[src/hw/synth_serial_pkg.sv]
// constants for the synthesizer serial programming block
package synth_serial_pkg;
    // ****************************************
    // word layout
    // ****************************************
    localparam int WORD_W       = 32;
    localparam int SEL_W        = 3;
    localparam int VAL_W        = 12;
    localparam int REFCNT_W     = 5;
    localparam int MONSEL_W     = 4;
    localparam int PUMP_W       = 4;
    localparam int NOISE_W      = 2;
    // latch select codes in bits 2..0
    localparam logic [2:0] SEL_DIVIDE   = 3'h0;
    localparam logic [2:0] SEL_PHASE    = 3'h1;
    localparam logic [2:0] SEL_RATIO    = 3'h2;
    localparam logic [2:0] SEL_FUNCTION = 3'h3;
    localparam logic [2:0] SEL_CLKDIV   = 3'h4;
    // divide word fields
    localparam int MONSEL_LSB   = 27;
    localparam int WHOLE_LSB    = 15;
    localparam int NUMER_LSB    = 3;
    // phase word field
    localparam int PHASE_LSB    = 3;
    // ratio configuration fields
    localparam int NOISE_LSB    = 29;
    localparam int SLIP_BIT     = 28;
    localparam int PUMP_LSB     = 24;
    localparam int PRESC_BIT    = 22;
    localparam int HALVE_BIT    = 21;
    localparam int DOUBLER_BIT  = 20;
    localparam int REFCNT_LSB   = 15;
    localparam int DENOM_LSB    = 3;
    // function control fields
    localparam int SDRST_BIT    = 14;
    localparam int LDP_BIT      = 7;
    localparam int POL_BIT      = 6;
    localparam int PD_BIT       = 5;
    localparam int TRI_BIT      = 4;
    localparam int CNTRST_BIT   = 3;
    // monitor select codes
    localparam logic [3:0] MON_LOW      = 4'h0;
    localparam logic [3:0] MON_LOCK     = 4'h1;
    localparam logic [3:0] MON_FEEDBACK = 4'h2;
    localparam logic [3:0] MON_REFERENCE = 4'h3;
    localparam logic [3:0] MON_HIGH     = 4'h4;
    // reset values
    localparam logic [31:0] WORD_RST    = 32'h0000_0000;
    localparam logic [11:0] VAL_RST     = 12'h000;
    localparam logic [4:0]  REFCNT_RST  = 5'h00;
    localparam logic [3:0]  NIB_RST     = 4'h0;
    localparam logic [1:0]  NOISE_RST   = 2'h0;
endpackage

[src/hw/pin_sync.sv]
// two-stage synchroniser with a delayed copy for edge detection
`timescale 1ns/100ps
module pin_sync (
    input  wire logic clk_sys,
    input  wire logic reset,
    input  wire logic pin_in,
    output logic      level_out,
    output logic      rise_out
);
    logic meta_ff;
    logic sync_ff;
    logic prev_ff;

    // first stage feeds only the second stage
    always_ff @(posedge clk_sys) begin
        if (reset) begin
            meta_ff <= 1'b0;
            sync_ff <= 1'b0;
            prev_ff <= 1'b0;
        end else begin
            meta_ff <= pin_in;
            sync_ff <= meta_ff;
            prev_ff <= sync_ff;
        end
    end

    assign level_out = sync_ff;
    assign rise_out  = sync_ff & ~prev_ff;
endmodule

[src/hw/synth_serial_program_regs.sv]
// serial programming latches of a fractional-n synthesizer
`timescale 1ns/100ps
module synth_serial_program_regs (
    input  wire logic        clk_sys,
    input  wire logic        reset,
    input  wire logic        serial_clock,
    input  wire logic        serial_data,
    input  wire logic        load_strobe,
    input  wire logic        chip_enable,
    input  wire logic        lock_detect,
    input  wire logic        scaled_feedback,
    input  wire logic        scaled_reference,
    output logic             monitor_output,
    output logic [11:0]      whole_divide,
    output logic [11:0]      numerator,
    output logic [11:0]      denominator_value,
    output logic [11:0]      phase_value,
    output logic [4:0]       reference_count,
    output logic             reference_doubler,
    output logic             reference_halving,
    output logic [3:0]       pump_current_setting,
    output logic [1:0]       noise_mode,
    output logic             slip_reduction_enable,
    output logic             prescaler_select,
    output logic             sigma_delta_reset,
    output logic             lock_detect_precision,
    output logic             detector_polarity,
    output logic             counter_reset,
    output logic             power_down,
    output logic             pump_tristate,
    output logic [31:0]      clock_divider_word
);
    import synth_serial_pkg::*;

    // ****************************************
    // pin synchronisers
    // ****************************************
    logic sclk_rise;
    logic load_rise;
    logic data_s;
    logic ce_s;
    logic data_meta_ff;
    logic data_ff;

    pin_sync u_sclk (
        .clk_sys   (clk_sys),
        .reset     (reset),
        .pin_in    (serial_clock),
        .level_out (),
        .rise_out  (sclk_rise)
    );
    pin_sync u_load (
        .clk_sys   (clk_sys),
        .reset     (reset),
        .pin_in    (load_strobe),
        .level_out (),
        .rise_out  (load_rise)
    );
    pin_sync u_ce (
        .clk_sys   (clk_sys),
        .reset     (reset),
        .pin_in    (chip_enable),
        .level_out (ce_s),
        .rise_out  ()
    );

    // data goes through the same two stages so it lines up with the clock edge
    always_ff @(posedge clk_sys) begin
        if (reset) begin
            data_meta_ff <= 1'b0;
            data_ff      <= 1'b0;
        end else begin
            data_meta_ff <= serial_data;
            data_ff      <= data_meta_ff;
        end
    end
    assign data_s = data_ff;

    // ****************************************
    // input shift register
    // ****************************************
    logic [31:0] shift_ff;
    logic [31:0] nxt_shift;

    // shift toward the msb so the first bit lands in bit 31
    assign nxt_shift = {shift_ff[WORD_W-2:0], data_s};

    always_ff @(posedge clk_sys) begin
        if (reset) shift_ff <= WORD_RST;
        else if (sclk_rise) shift_ff <= nxt_shift;
    end

    // ****************************************
    // latch decode
    // ****************************************
    logic [2:0] sel;
    logic       wr_divide;
    logic       wr_phase;
    logic       wr_ratio;
    logic       wr_function;
    logic       wr_clkdiv;

    assign sel         = shift_ff[SEL_W-1:0];
    assign wr_divide   = load_rise && (sel == SEL_DIVIDE);
    assign wr_phase    = load_rise && (sel == SEL_PHASE);
    assign wr_ratio    = load_rise && (sel == SEL_RATIO);
    assign wr_function = load_rise && (sel == SEL_FUNCTION);
    assign wr_clkdiv   = load_rise && (sel == SEL_CLKDIV);

    // ****************************************
    // divide word and immediate ratio fields
    // ****************************************
    logic [3:0] monsel_ff;

    always_ff @(posedge clk_sys) begin
        if (reset) begin
            whole_divide <= VAL_RST;
            numerator    <= VAL_RST;
            monsel_ff    <= NIB_RST;
        end else if (wr_divide) begin
            whole_divide <= shift_ff[WHOLE_LSB +: VAL_W];
            numerator    <= shift_ff[NUMER_LSB +: VAL_W];
            monsel_ff    <= shift_ff[MONSEL_LSB +: MONSEL_W];
        end
    end

    // unbuffered ratio settings act as soon as the word is latched
    always_ff @(posedge clk_sys) begin
        if (reset) begin
            noise_mode            <= NOISE_RST;
            slip_reduction_enable <= 1'b0;
            prescaler_select      <= 1'b0;
        end else if (wr_ratio) begin
            noise_mode            <= shift_ff[NOISE_LSB +: NOISE_W];
            slip_reduction_enable <= shift_ff[SLIP_BIT];
            prescaler_select      <= shift_ff[PRESC_BIT];
        end
    end

    // ****************************************
    // double buffered settings
    // ****************************************
    logic [11:0] hold_denom_ff;
    logic [11:0] hold_phase_ff;
    logic [4:0]  hold_refcnt_ff;
    logic        hold_dbl_ff;
    logic        hold_half_ff;
    logic [3:0]  hold_pump_ff;

    // holding stage, filled by the phase and ratio words
    always_ff @(posedge clk_sys) begin
        if (reset) begin
            hold_denom_ff  <= VAL_RST;
            hold_phase_ff  <= VAL_RST;
            hold_refcnt_ff <= REFCNT_RST;
            hold_dbl_ff    <= 1'b0;
            hold_half_ff   <= 1'b0;
            hold_pump_ff   <= NIB_RST;
        end else begin
            if (wr_phase) hold_phase_ff <= shift_ff[PHASE_LSB +: VAL_W];
            if (wr_ratio) begin
                hold_denom_ff  <= shift_ff[DENOM_LSB +: VAL_W];
                hold_refcnt_ff <= shift_ff[REFCNT_LSB +: REFCNT_W];
                hold_dbl_ff    <= shift_ff[DOUBLER_BIT];
                hold_half_ff   <= shift_ff[HALVE_BIT];
                hold_pump_ff   <= shift_ff[PUMP_LSB +: PUMP_W];
            end
        end
    end

    // active stage moves only on a divide word write
    always_ff @(posedge clk_sys) begin
        if (reset) begin
            denominator_value    <= VAL_RST;
            phase_value          <= VAL_RST;
            reference_count      <= REFCNT_RST;
            reference_doubler    <= 1'b0;
            reference_halving    <= 1'b0;
            pump_current_setting <= NIB_RST;
        end else if (wr_divide) begin
            denominator_value    <= hold_denom_ff;
            phase_value          <= hold_phase_ff;
            reference_count      <= hold_refcnt_ff;
            reference_doubler    <= hold_dbl_ff;
            reference_halving    <= hold_half_ff;
            pump_current_setting <= hold_pump_ff;
        end
    end

    // ****************************************
    // function control and clock divider word
    // ****************************************
    logic pd_bit_ff;
    logic tri_bit_ff;

    always_ff @(posedge clk_sys) begin
        if (reset) begin
            sigma_delta_reset     <= 1'b0;
            lock_detect_precision <= 1'b0;
            detector_polarity     <= 1'b0;
            pd_bit_ff             <= 1'b0;
            tri_bit_ff            <= 1'b0;
            counter_reset         <= 1'b0;
        end else if (wr_function) begin
            sigma_delta_reset     <= shift_ff[SDRST_BIT];
            lock_detect_precision <= shift_ff[LDP_BIT];
            detector_polarity     <= shift_ff[POL_BIT];
            pd_bit_ff             <= shift_ff[PD_BIT];
            tri_bit_ff            <= shift_ff[TRI_BIT];
            counter_reset         <= shift_ff[CNTRST_BIT];
        end
    end

    // clock-divider layout is not decoded, the word is kept whole
    always_ff @(posedge clk_sys) begin
        if (reset) clock_divider_word <= WORD_RST;
        else if (wr_clkdiv) clock_divider_word <= shift_ff;
    end

    // ****************************************
    // power control and monitor output
    // ****************************************
    logic nxt_monitor;

    always_comb begin
        case (monsel_ff)
            MON_LOCK:      nxt_monitor = lock_detect;
            MON_FEEDBACK:  nxt_monitor = scaled_feedback;
            MON_REFERENCE: nxt_monitor = scaled_reference;
            MON_HIGH:      nxt_monitor = 1'b1;
            default:       nxt_monitor = 1'b0;
        endcase
    end

    // chip enable low overrides the software power bits
    always_ff @(posedge clk_sys) begin
        if (reset) begin
            power_down     <= 1'b1;
            pump_tristate  <= 1'b1;
            monitor_output <= 1'b0;
        end else begin
            power_down     <= ~ce_s | pd_bit_ff;
            pump_tristate  <= ~ce_s | tri_bit_ff;
            monitor_output <= nxt_monitor;
        end
    end
endmodule

[config.mk]
export PLATFORM = sky130hd
export DESIGN_NAME = synth_serial_program_regs
export DESIGN_NICKNAME = d
export VERILOG_FILES = /design/src/hw/synth_serial_pkg.sv /design/src/hw/pin_sync.sv /design/src/hw/synth_serial_program_regs.sv
export SDC_FILE = /design/constraint.sdc
export NUM_CORES = 1
export LEC_CHECK = 0
export BUFFER_PORTS_ARGS = -buffer_cell sky130_fd_sc_hd__buf_2
export CAP_MARGIN = 20
export CORE_ASPECT_RATIO = 1.4
export CORE_MARGIN = 5
export CORE_UTILIZATION = 55
export DETAILED_ROUTE_END_ITERATION = 8
export PLACE_DENSITY = 0.9
export REMOVE_ABC_BUFFERS = 1
export SETUP_SLACK_MARGIN = 0.5
export SKIP_CTS_REPAIR_TIMING = 1
export SLEW_MARGIN = 20
export SYNTH_ARGS = -nofsm -noshare
export SYNTH_HDL_FRONTEND = slang
export SYNTH_SLANG_ARGS = --single-unit
[constraint.sdc]
create_clock -name clk_sys -period 2.48 [get_ports clk_sys]
set_clock_uncertainty 0.1 [all_clocks]
set_input_delay 0.248 -clock clk_sys [delete_from_list [all_inputs] [get_ports clk_sys]]
set_output_delay 0.248 -clock clk_sys [all_outputs]
set_load 0.1 [all_outputs]
==> flow_results.xml, run 1 <==
<?xml version="1.0" encoding="UTF-8"?>
<metrics>
  <group name="status">
    <metric name="outcome" unit="">complete, no violations</metric>
  </group>
  <group name="pwr">
    <metric name="powerDensity" unit="nW/um^2">695.4</metric>
    <metric name="cellLeakagePower" unit="uW">0.003858</metric>
    <metric name="max-vdd-ir-drop" unit="mV">0.4850</metric>
  </group>
  <group name="cells_and_area">
    <metric name="postLayoutCellArea" unit="sq um">8228</metric>
    <metric name="number_of_fillers_in_the_final_layout" unit="">944</metric>
    <metric name="multiInputGateArea" unit="sq um">3054</metric>
    <metric name="syn2layout_area_growth" unit="%">17.68</metric>
    <metric name="layout-drive-gt1-share" unit="%">20.36</metric>
    <metric name="diodes" unit="">0</metric>
    <metric name="num-nets-final" unit="">773</metric>
    <metric name="area.sequential" unit="sq um">3704</metric>
  </group>
  <group name="setup_path">
    <metric name="worst_path_arrival_time" unit="ns">2.04</metric>
    <metric name="critical-path-top-delay-family" unit="">simple AND/OR/NAND/NOR gates</metric>
    <metric name="worst-endpoint-required" unit="ns">2.67</metric>
    <metric name="end_kind" unit="">flop</metric>
    <metric name="path_buf_inv" unit="">1</metric>
    <metric name="crit_type" unit="">flop to flop</metric>
    <metric name="critical-path-max-stage-delay" unit="ns">0.42</metric>
    <metric name="crit_path_top_delay_cell" unit="">sky130_fd_sc_hd__nand3_2</metric>
    <metric name="crit_path_start_kind" unit="">flop</metric>
    <metric name="ff2ff_setup_slack" unit="ns">0.64</metric>
    <metric name="critical_path_peak_fanout" unit="">17</metric>
    <metric name="path_cells" unit="">nor2_1, nand3_2, buf_4, mux2i_1</metric>
  </group>
  <group name="timing">
    <metric name="finalSetupViolCount" unit="">0</metric>
    <metric name="report.final.hold_viol_count" unit="">0</metric>
    <metric name="rsz0062_at_grt" unit="">no</metric>
    <metric name="slew_headroom" unit="%">40.24</metric>
    <metric name="highest_attainable_clock_frequency" unit="GHz">0.5430</metric>
    <metric name="fin_crit" unit="ns">1.842</metric>
    <metric name="slew_violations" unit="">0</metric>
    <metric name="finalSetupTns" unit="ns">0</metric>
    <metric name="worst_pin_slew" unit="ns">0.8964</metric>
    <metric name="post-route-period-util" unit="%">74.26</metric>
  </group>
  <group name="grt">
    <metric name="grtUsageMet3" unit="%">4.854</metric>
    <metric name="globalRoute.totalOverflow" unit="">0</metric>
    <metric name="number_of_antenna_violations_at_the_first_check_in_global_routing" unit="">0</metric>
    <metric name="grtUsageMet1" unit="%">21.31</metric>
    <metric name="first_global_vias" unit="">5074</metric>
    <metric name="global_route_wire_length_before_repair" unit="microns">24290</metric>
    <metric name="global_route.usage.met2" unit="%">37.67</metric>
    <metric name="grt_max_degree" unit="">111</metric>
    <metric name="grt_most_used_layer" unit="">met2</metric>
    <metric name="global_route.usage.total" unit="%">20.07</metric>
  </group>
  <group name="detailed_routing">
    <metric name="detail-route-antenna-nets" unit="">0</metric>
    <metric name="vias" unit="">4758</metric>
    <metric name="routed_wirelength" unit="microns">14670</metric>
    <metric name="detailedRoute.firstPassIterationCount" unit="">6</metric>
    <metric name="drt_iter0_drc" unit="">169</metric>
    <metric name="drt_drc_violations_left" unit="">0</metric>
    <metric name="routedWlPerCell" unit="microns">15.84</metric>
    <metric name="avgViaCountPerCell" unit="">5.138</metric>
  </group>
  <group name="place">
    <metric name="place.detailed.hpwl" unit="microns">9992</metric>
    <metric name="placed_cell_area" unit="sq um">7622</metric>
    <metric name="numPortBuffers" unit="">110</metric>
    <metric name="gpl.final_weighted_congestion" unit="">0.7409</metric>
  </group>
  <group name="floorplanning">
    <metric name="core.rowCount" unit="">48</metric>
    <metric name="floorplan.die_area" unit="sq um">15100</metric>
    <metric name="floorplan.initialDensity" unit="%">56.24</metric>
    <metric name="pin_count" unit="">111</metric>
    <metric name="dieHeight" unit="microns">143.4</metric>
    <metric name="fp.dieW" unit="microns">105.3</metric>
    <metric name="core" unit="sq um">12430</metric>
  </group>
  <group name="logic_synthesis">
    <metric name="synth_area" unit="sq um">6992</metric>
    <metric name="syn_area_per_cell" unit="sq um">10.50</metric>
    <metric name="synth.distinct_cells" unit="">22</metric>
    <metric name="ys_seq_elements" unit="">185</metric>
    <metric name="yosys.area.top_type_share" unit="%">52.97</metric>
    <metric name="yosysTopAreaCell" unit="">sky130_fd_sc_hd__dfxtp_1</metric>
    <metric name="post_synthesis_sequential_area_ratio" unit="%">52.97</metric>
    <metric name="post_synth_main_area_contributors" unit="">sky130_fd_sc_hd__dfxtp_1, sky130_fd_sc_hd__mux2i_1, sky130_fd_sc_hd__nand2b_1</metric>
    <metric name="synthesis.instances" unit="">666</metric>
    <metric name="synthesis.yosys.warnings" unit="">0</metric>
  </group>
  <group name="clock_tree">
    <metric name="clock_sink_count" unit="">185</metric>
    <metric name="tritoncts_clock_tree" unit="">done</metric>
    <metric name="cts-buffers-inserted" unit="">17</metric>
    <metric name="worstSkewPairLatency" unit="ns">0.42</metric>
    <metric name="cts-htree-levels" unit="">4</metric>
    <metric name="cell_at_the_root_of_the_clock_tree" unit="">sky130_fd_sc_hd__clkbuf_16</metric>
    <metric name="clkTransAtPathRegs" unit="ns">0.06</metric>
    <metric name="cts_buffer_depth" unit="">2</metric>
  </group>
  <group name="flow_run">
    <metric name="maxCapViolations" unit="">0</metric>
  </group>
  <group name="min_path">
    <metric name="timing.hold.worst.class" unit="">input pin to flop</metric>
  </group>
</metrics>
==> area by class of cell <==
| cell class | instances | area share [%] |
|---|---|---|
| Clock buffer | 21 | 5.718 |
| Multi-Input combinational cell | 434 | 37.12 |
| Timing Repair Buffer | 125 | 8.668 |
| Clock inverter | 10 | 1.156 |
| Tap cell | 150 | 2.281 |
| Inverter | 1 | 0.04562 |
| Sequential cell | 185 | 45.01 |
==> worst paths after layout <==
path | start | endpoint | depth (start not counted)
max | shift_ff[0]$_SDFFE_PP0P_ | clock_divider_word[10]$_SDFFE_PP0P_ | 4
min | scaled_feedback | monitor_output$_SDFF_PP0_ | 3
max reg2reg | shift_ff[0]$_SDFFE_PP0P_ | clock_divider_word[10]$_SDFFE_PP0P_ | 4
min reg2reg | data_ff$_SDFF_PP0_ | shift_ff[0]$_SDFFE_PP0P_ | 2
==> stage by stage <==
stage          hold slack (ns)  util, %  instances  setup WS [ns]  total power [uW]
4_1_cts               -0.07886    65.86        922         0.6092              5760
5_1_grt                0.09652    66.18        926         0.5177              5920
2_1_floorplan           0.2171        -        620         0.3389              3145
6_report               0.06308    66.18        926         0.6385              5721
3_3_place_gp            0.3221    61.31        891         0.6941              3213
3_5_place_dp            0.3220    61.31        891         0.6097              3218
==> flip-flops by register name, indices dropped and copies added, names as in the netlist, 2 cells and up <==
| signal | count |
|---|---|
| whole_divide | 12 |
| numerator | 12 |
| hold_pump_ff | 4 |
| clock_divider_word | 32 |
| shift_ff | 32 |
| hold_phase_ff | 12 |
| hold_denom_ff | 12 |
| noise_mode | 2 |
| pump_current_setting | 4 |
| reference_count | 5 |
| phase_value | 12 |
| denominator_value | 12 |
| monsel_ff | 4 |
| hold_refcnt_ff | 5 |
==> cell usage after synthesis <==
master and number:
sky130_fd_sc_hd__dfxtp_1 185, sky130_fd_sc_hd__nand2b_1 167, sky130_fd_sc_hd__mux2i_1 137, sky130_fd_sc_hd__nand2_1 65, sky130_fd_sc_hd__a21oi_1 34, sky130_fd_sc_hd__clkbuf_1 27
sky130_fd_sc_hd__nor2b_1 16, sky130_fd_sc_hd__buf_2 8, sky130_fd_sc_hd__buf_6 6, sky130_fd_sc_hd__buf_4 5, sky130_fd_sc_hd__nand3_1 2, sky130_fd_sc_hd__nand3b_1 2
sky130_fd_sc_hd__nor3b_1 2, sky130_fd_sc_hd__or3b_2 2, sky130_fd_sc_hd__a2111oi_0 1, sky130_fd_sc_hd__and2_1 1, sky130_fd_sc_hd__and3_1 1, sky130_fd_sc_hd__inv_1 1
sky130_fd_sc_hd__nor2_1 1, sky130_fd_sc_hd__nor3b_2 1, sky130_fd_sc_hd__o21a_1 1, sky130_fd_sc_hd__o21ai_0 1
==> tightest hold or removal path, delay by kind of cell <==
kind	cells	cell delay, ns
buffers and inverters	1	0.10
AOI/OAI and AO/OA	2	0.19
==> placed cells by master, fill, tap and decap left out, types with 3 or more instances in the layout <==
master,Yosys,routed
sky130_fd_sc_hd__a21oi_1,34,34
sky130_fd_sc_hd__buf_12,0,3
sky130_fd_sc_hd__buf_2,8,109
sky130_fd_sc_hd__buf_4,5,9
sky130_fd_sc_hd__clkbuf_16,0,17
sky130_fd_sc_hd__clkbuf_8,0,3
sky130_fd_sc_hd__clkinvlp_4,0,5
sky130_fd_sc_hd__dfxtp_1,185,185
sky130_fd_sc_hd__dlygate4sd3_1,0,4
sky130_fd_sc_hd__mux2i_1,137,137
sky130_fd_sc_hd__nand2_1,65,64
sky130_fd_sc_hd__nand2b_1,167,167
sky130_fd_sc_hd__nor2b_1,16,15
==> cell families after synthesis <==
logic type             count (synthesis)  synth area share (%)
muxes                                137                 19.61
buffers and inverters                 47                 3.579
AOI/OAI and AO/OA                     37                 2.738
DFF                                  185                 52.97
and+or+nand+nor                      260                 21.10
==> where the power goes <==
group | total, uW | switching [uW] | leakage (uW) | internal, uW
registers | 2980 | 3.09 | 0.00149 | 2980
logic | 174 | 90.8 | 0.00210 | 82.7
clock network | 2570 | 1110 | 0.000264 | 1460
total | 5720 | 1200 | 0.00386 | 4520
==> routing by layer <==
layer	routed length (microns)	share of wire [%]	vias to the layer above
li1	-	-	2373
met1	5850	40	2266
met2	8034	55	94
met3	493	3.4	25
met4	291	2.0	0
met5	0	0	-
Note: power is estimated with default switching activity, not from simulation.
==> inputs of run 2 (changes only) <==
Settings changed: ABC_AREA set to 1, CORE_UTILIZATION 55 to 51, PLACE_DENSITY 0.9 to 0.88.
Clock period 2.48 ns to 1.55 ns, I/O delays scaled along.
==> run 2 against run 1 <==
The run now ends with negative setup slack left. Register-to-register slack worse by 0.69 ns. First-iteration DRC count grew to 6.0 times the previous value. Critical path depth increased by 3. Via count up 67%. Die area increased by 8.9%. Synthesized cell count increased by 50%. Global-route usage rose by 1.2 points. Largest cell class unchanged. Highest routed layer unchanged.
==> flow_results.xml, run 2 <==
<?xml version="1.0" encoding="UTF-8"?>
<metrics>
  <group name="clock_tree">
    <metric name="cts-htree-levels" unit="">4</metric>
    <metric name="cts-buffers-inserted" unit="">17</metric>
    <metric name="worstSkewPairLatency" unit="ns">0.44</metric>
    <metric name="clock_sink_count" unit="">185</metric>
    <metric name="tritoncts_clock_tree" unit="">done</metric>
    <metric name="cell_at_the_root_of_the_clock_tree" unit="">sky130_fd_sc_hd__clkbuf_16</metric>
    <metric name="clkTransAtPathRegs" unit="ns">0.07</metric>
    <metric name="cts_buffer_depth" unit="">2</metric>
  </group>
  <group name="logic_synthesis">
    <metric name="synth_flop_cell" unit="">sky130_fd_sc_hd__dfxtp_1</metric>
    <metric name="synth-simple-area-share" unit="%">34.14</metric>
    <metric name="synth_compound_area_share" unit="%">5.063</metric>
    <metric name="synthAdderAreaFrac" unit="%">0</metric>
    <metric name="synth_area" unit="sq um">7117</metric>
    <metric name="ys_async_sr_fraction" unit="%">0</metric>
    <metric name="yosysTopAreaCell" unit="">sky130_fd_sc_hd__dfxtp_1</metric>
    <metric name="netlist_top_cells_count" unit="">sky130_fd_sc_hd__nor2_1, sky130_fd_sc_hd__dfxtp_1, sky130_fd_sc_hd__nand2_1</metric>
    <metric name="synth_most_common_cell" unit="">sky130_fd_sc_hd__nor2_1</metric>
    <metric name="post_synth_main_area_contributors" unit="">sky130_fd_sc_hd__dfxtp_1, sky130_fd_sc_hd__nor2_1, sky130_fd_sc_hd__nand2_1</metric>
    <metric name="synthesis.instances" unit="">997</metric>
    <metric name="synth_top_family_by_area" unit="">simple AND/OR/NAND/NOR gates</metric>
    <metric name="synthMuxAreaShare" unit="%">0</metric>
    <metric name="post_synthesis_sequential_area_ratio" unit="%">52.04</metric>
    <metric name="yosys.area.top_type_share" unit="%">52.04</metric>
    <metric name="syn_area_per_cell" unit="sq um">7.138</metric>
    <metric name="synthesis.yosys.warnings" unit="">0</metric>
    <metric name="synth_xor_xnor_area_share" unit="%">0</metric>
    <metric name="ys_seq_elements" unit="">185</metric>
    <metric name="synth.distinct_cells" unit="">16</metric>
    <metric name="synth-edff-count" unit="">0</metric>
  </group>
  <group name="place">
    <metric name="placed_cell_area" unit="sq um">7971</metric>
    <metric name="gpl.final_weighted_congestion" unit="">0.7997</metric>
    <metric name="place.detailed.hpwl" unit="microns">11080</metric>
    <metric name="numPortBuffers" unit="">110</metric>
    <metric name="dpl.cell_count" unit="">1253</metric>
  </group>
  <group name="cells_and_area">
    <metric name="layout-drive-gt1-share" unit="%">28.12</metric>
    <metric name="most-common-layout-cells" unit="">sky130_fd_sc_hd__nor2_1, sky130_fd_sc_hd__dfxtp_1, sky130_fd_sc_hd__nand2_1</metric>
    <metric name="area.sequential" unit="sq um">3811</metric>
    <metric name="postLayoutCellArea" unit="sq um">10480</metric>
    <metric name="multiInputGateArea" unit="sq um">3054</metric>
    <metric name="diodes" unit="">0</metric>
    <metric name="number_of_fillers_in_the_final_layout" unit="">801</metric>
    <metric name="num-nets-final" unit="">1142</metric>
    <metric name="final_cell_count_no_fill" unit="">1330</metric>
    <metric name="syn2layout_area_growth" unit="%">47.24</metric>
    <metric name="largest_registers" unit="">clock_divider_word: 32 flops, shift_ff: 32 flops</metric>
    <metric name="final_core_util" unit="%">76.03</metric>
    <metric name="mostFrequentLayoutCell" unit="">sky130_fd_sc_hd__nor2_1</metric>
  </group>
  <group name="pwr">
    <metric name="powerDensity" unit="nW/um^2">1134</metric>
    <metric name="cellLeakagePower" unit="uW">0.004292</metric>
    <metric name="max-vdd-ir-drop" unit="mV">0.8989</metric>
  </group>
  <group name="grt">
    <metric name="grt_max_degree" unit="">64</metric>
    <metric name="globalRoute.totalOverflow" unit="">0</metric>
    <metric name="first_global_vias" unit="">6068</metric>
    <metric name="global_route_wire_length_before_repair" unit="microns">28030</metric>
    <metric name="number_of_antenna_violations_at_the_first_check_in_global_routing" unit="">0</metric>
    <metric name="global_route.usage.total" unit="%">21.23</metric>
  </group>
  <group name="setup_path">
    <metric name="critical_path_peak_fanout" unit="">6</metric>
    <metric name="end_kind" unit="">flop</metric>
    <metric name="critical-path-max-stage-delay" unit="ns">0.38</metric>
    <metric name="regToRegStartpoint" unit="">shift_ff[1]$_SDFFE_PP0P_</metric>
    <metric name="path_cells" unit="">nor2_4, nand2_2, nor2_4, buf_6, clkbuf_16, nor2_2, nor2_1</metric>
    <metric name="crit_path_start_kind" unit="">flop</metric>
    <metric name="crit_path_top_delay_cell" unit="">sky130_fd_sc_hd__dfxtp_4</metric>
    <metric name="crit_type" unit="">flop to flop</metric>
    <metric name="crit_startpoint" unit="">shift_ff[1]$_SDFFE_PP0P_</metric>
    <metric name="endpoint_of_the_lowest_slack_register_to_register_path" unit="">numerator[8]$_SDFFE_PP0P_</metric>
    <metric name="worst-endpoint-required" unit="ns">1.80</metric>
    <metric name="rr_worst_depth" unit="">7</metric>
    <metric name="critPathMostFrequentCell" unit="">sky130_fd_sc_hd__nor2_4</metric>
    <metric name="worst_path_arrival_time" unit="ns">1.84</metric>
    <metric name="ff2ff_setup_slack" unit="ns">-0.05</metric>
  </group>
  <group name="floorplanning">
    <metric name="pin_count" unit="">111</metric>
    <metric name="core" unit="sq um">13780</metric>
    <metric name="floorplan.die_area" unit="sq um">16450</metric>
    <metric name="fp.dieW" unit="microns">109.8</metric>
    <metric name="dieHeight" unit="microns">149.8</metric>
    <metric name="floorplan.initialDensity" unit="%">51.63</metric>
    <metric name="core.rowCount" unit="">51</metric>
  </group>
  <group name="status">
    <metric name="outcome" unit="">finished, violations left</metric>
    <metric name="violations" unit="">negative setup slack</metric>
  </group>
  <group name="timing">
    <metric name="slew_headroom" unit="%">67.43</metric>
    <metric name="final.setup.worst_slack" unit="ns">-0.04803</metric>
    <metric name="highest_attainable_clock_frequency" unit="GHz">0.6258</metric>
    <metric name="finalSetupViolCount" unit="">2</metric>
    <metric name="worst_pin_slew" unit="ns">0.4919</metric>
    <metric name="report.final.hold_viol_count" unit="">0</metric>
    <metric name="fin_crit" unit="ns">1.598</metric>
    <metric name="rsz0062_at_grt" unit="">yes</metric>
    <metric name="slew_violations" unit="">0</metric>
    <metric name="post-route-period-util" unit="%">103.1</metric>
  </group>
  <group name="detailed_routing">
    <metric name="drt_iter0_drc" unit="">1007</metric>
    <metric name="avgViaCountPerCell" unit="">5.981</metric>
    <metric name="detailedRoute.firstPassIterationCount" unit="">6</metric>
    <metric name="routed_wirelength" unit="microns">27860</metric>
    <metric name="vias" unit="">7955</metric>
    <metric name="detail-route-antenna-nets" unit="">0</metric>
    <metric name="routedWlPerCell" unit="microns">20.95</metric>
    <metric name="drt_drc_violations_left" unit="">0</metric>
  </group>
  <group name="flow_run">
    <metric name="maxCapViolations" unit="">0</metric>
  </group>
  <group name="min_path">
    <metric name="timing.hold.worst.class" unit="">input pin to flop</metric>
    <metric name="worst_hold_path.endpoint" unit="">u_sclk.level_out$_SDFF_PP0_</metric>
    <metric name="worst_hold_path.num_cells" unit="">3</metric>
    <metric name="min_from" unit="">reset</metric>
  </group>
</metrics>
-- run 2: layout make-up --
cell class / instances / area share [%]
Clock buffer: 19 / 4.227
Tap cell: 185 / 2.209
Timing Repair Buffer: 188 / 23.09
Sequential cell: 185 / 36.37
Multi-Input combinational cell: 657 / 29.15
Clock inverter: 12 / 1.899
Inverter: 84 / 3.057
-- run 2: where the power goes --
part | total, uW | internal, uW | switching, uW
registers | 5020 | 4890 | 126
clock network | 4850 | 2900 | 1950
logic | 2010 | 611 | 1400
total | 11900 | 8400 | 3480
-- run 2: routing by layer --
metal  part of all wire (%)  track usage, %  wire [microns]  vias up
li1                       -               -               -     3396
met1                     33           24.89            9226     3607
met4                    7.9           8.235            2204        0
met5                      0               0               0        -
met2                     48           37.58           13360      708
met3                     11           4.057            3075      244
-- run 2: critical path, delay by kind of cell, from the launching register on --
kind	cells	cell delay, ns
flip-flops	1	0.38
buffers and inverters	2	0.37
AND/OR/NAND/NOR	5	0.64
-- run 2: how the worst max path moves through the flow --
stage / slack [ns] / depth (start not counted) / endpoint
6_report: -0.05 / 7 / numerator[8]$_SDFFE_PP0P_
2_1_floorplan: -3.59 / 5 / denominator_value[0]$_SDFFE_PP0P_
3_5_place_dp: 0.07 / 6 / numerator[8]$_SDFFE_PP0P_
3_3_place_gp: 0.12 / 6 / phase_value[8]$_SDFFE_PP0P_
5_1_grt: -0.07 / 7 / numerator[8]$_SDFFE_PP0P_
4_1_cts: 0.03 / 6 / denominator_value[7]$_SDFFE_PP0P_
-- run 2: cells by family (layout without fill, tap and decap cells) --
| logic type | after synthesis | count (layout) |
|---|---|---|
| compound gates | 72 | 72 |
| flops | 185 | 185 |
| buf+inv | 155 | 303 |
| simple gates | 585 | 585 |
-- run 2: per-stage QoR --
stage               hold WS [ns]  total power, uW  setup slack (ns)  setup TNS [ns]
floorplan                 0.1262             6287            -3.591         -494.53
global placement          0.2605             6562            0.1219               0
detailed placement        0.2674             6586           0.06630               0
CTS                      -0.1781            11220           0.02916               0
global route             0.04629            12150          -0.06728         -0.2038
finish                   0.03895            11880          -0.04803        -0.06884
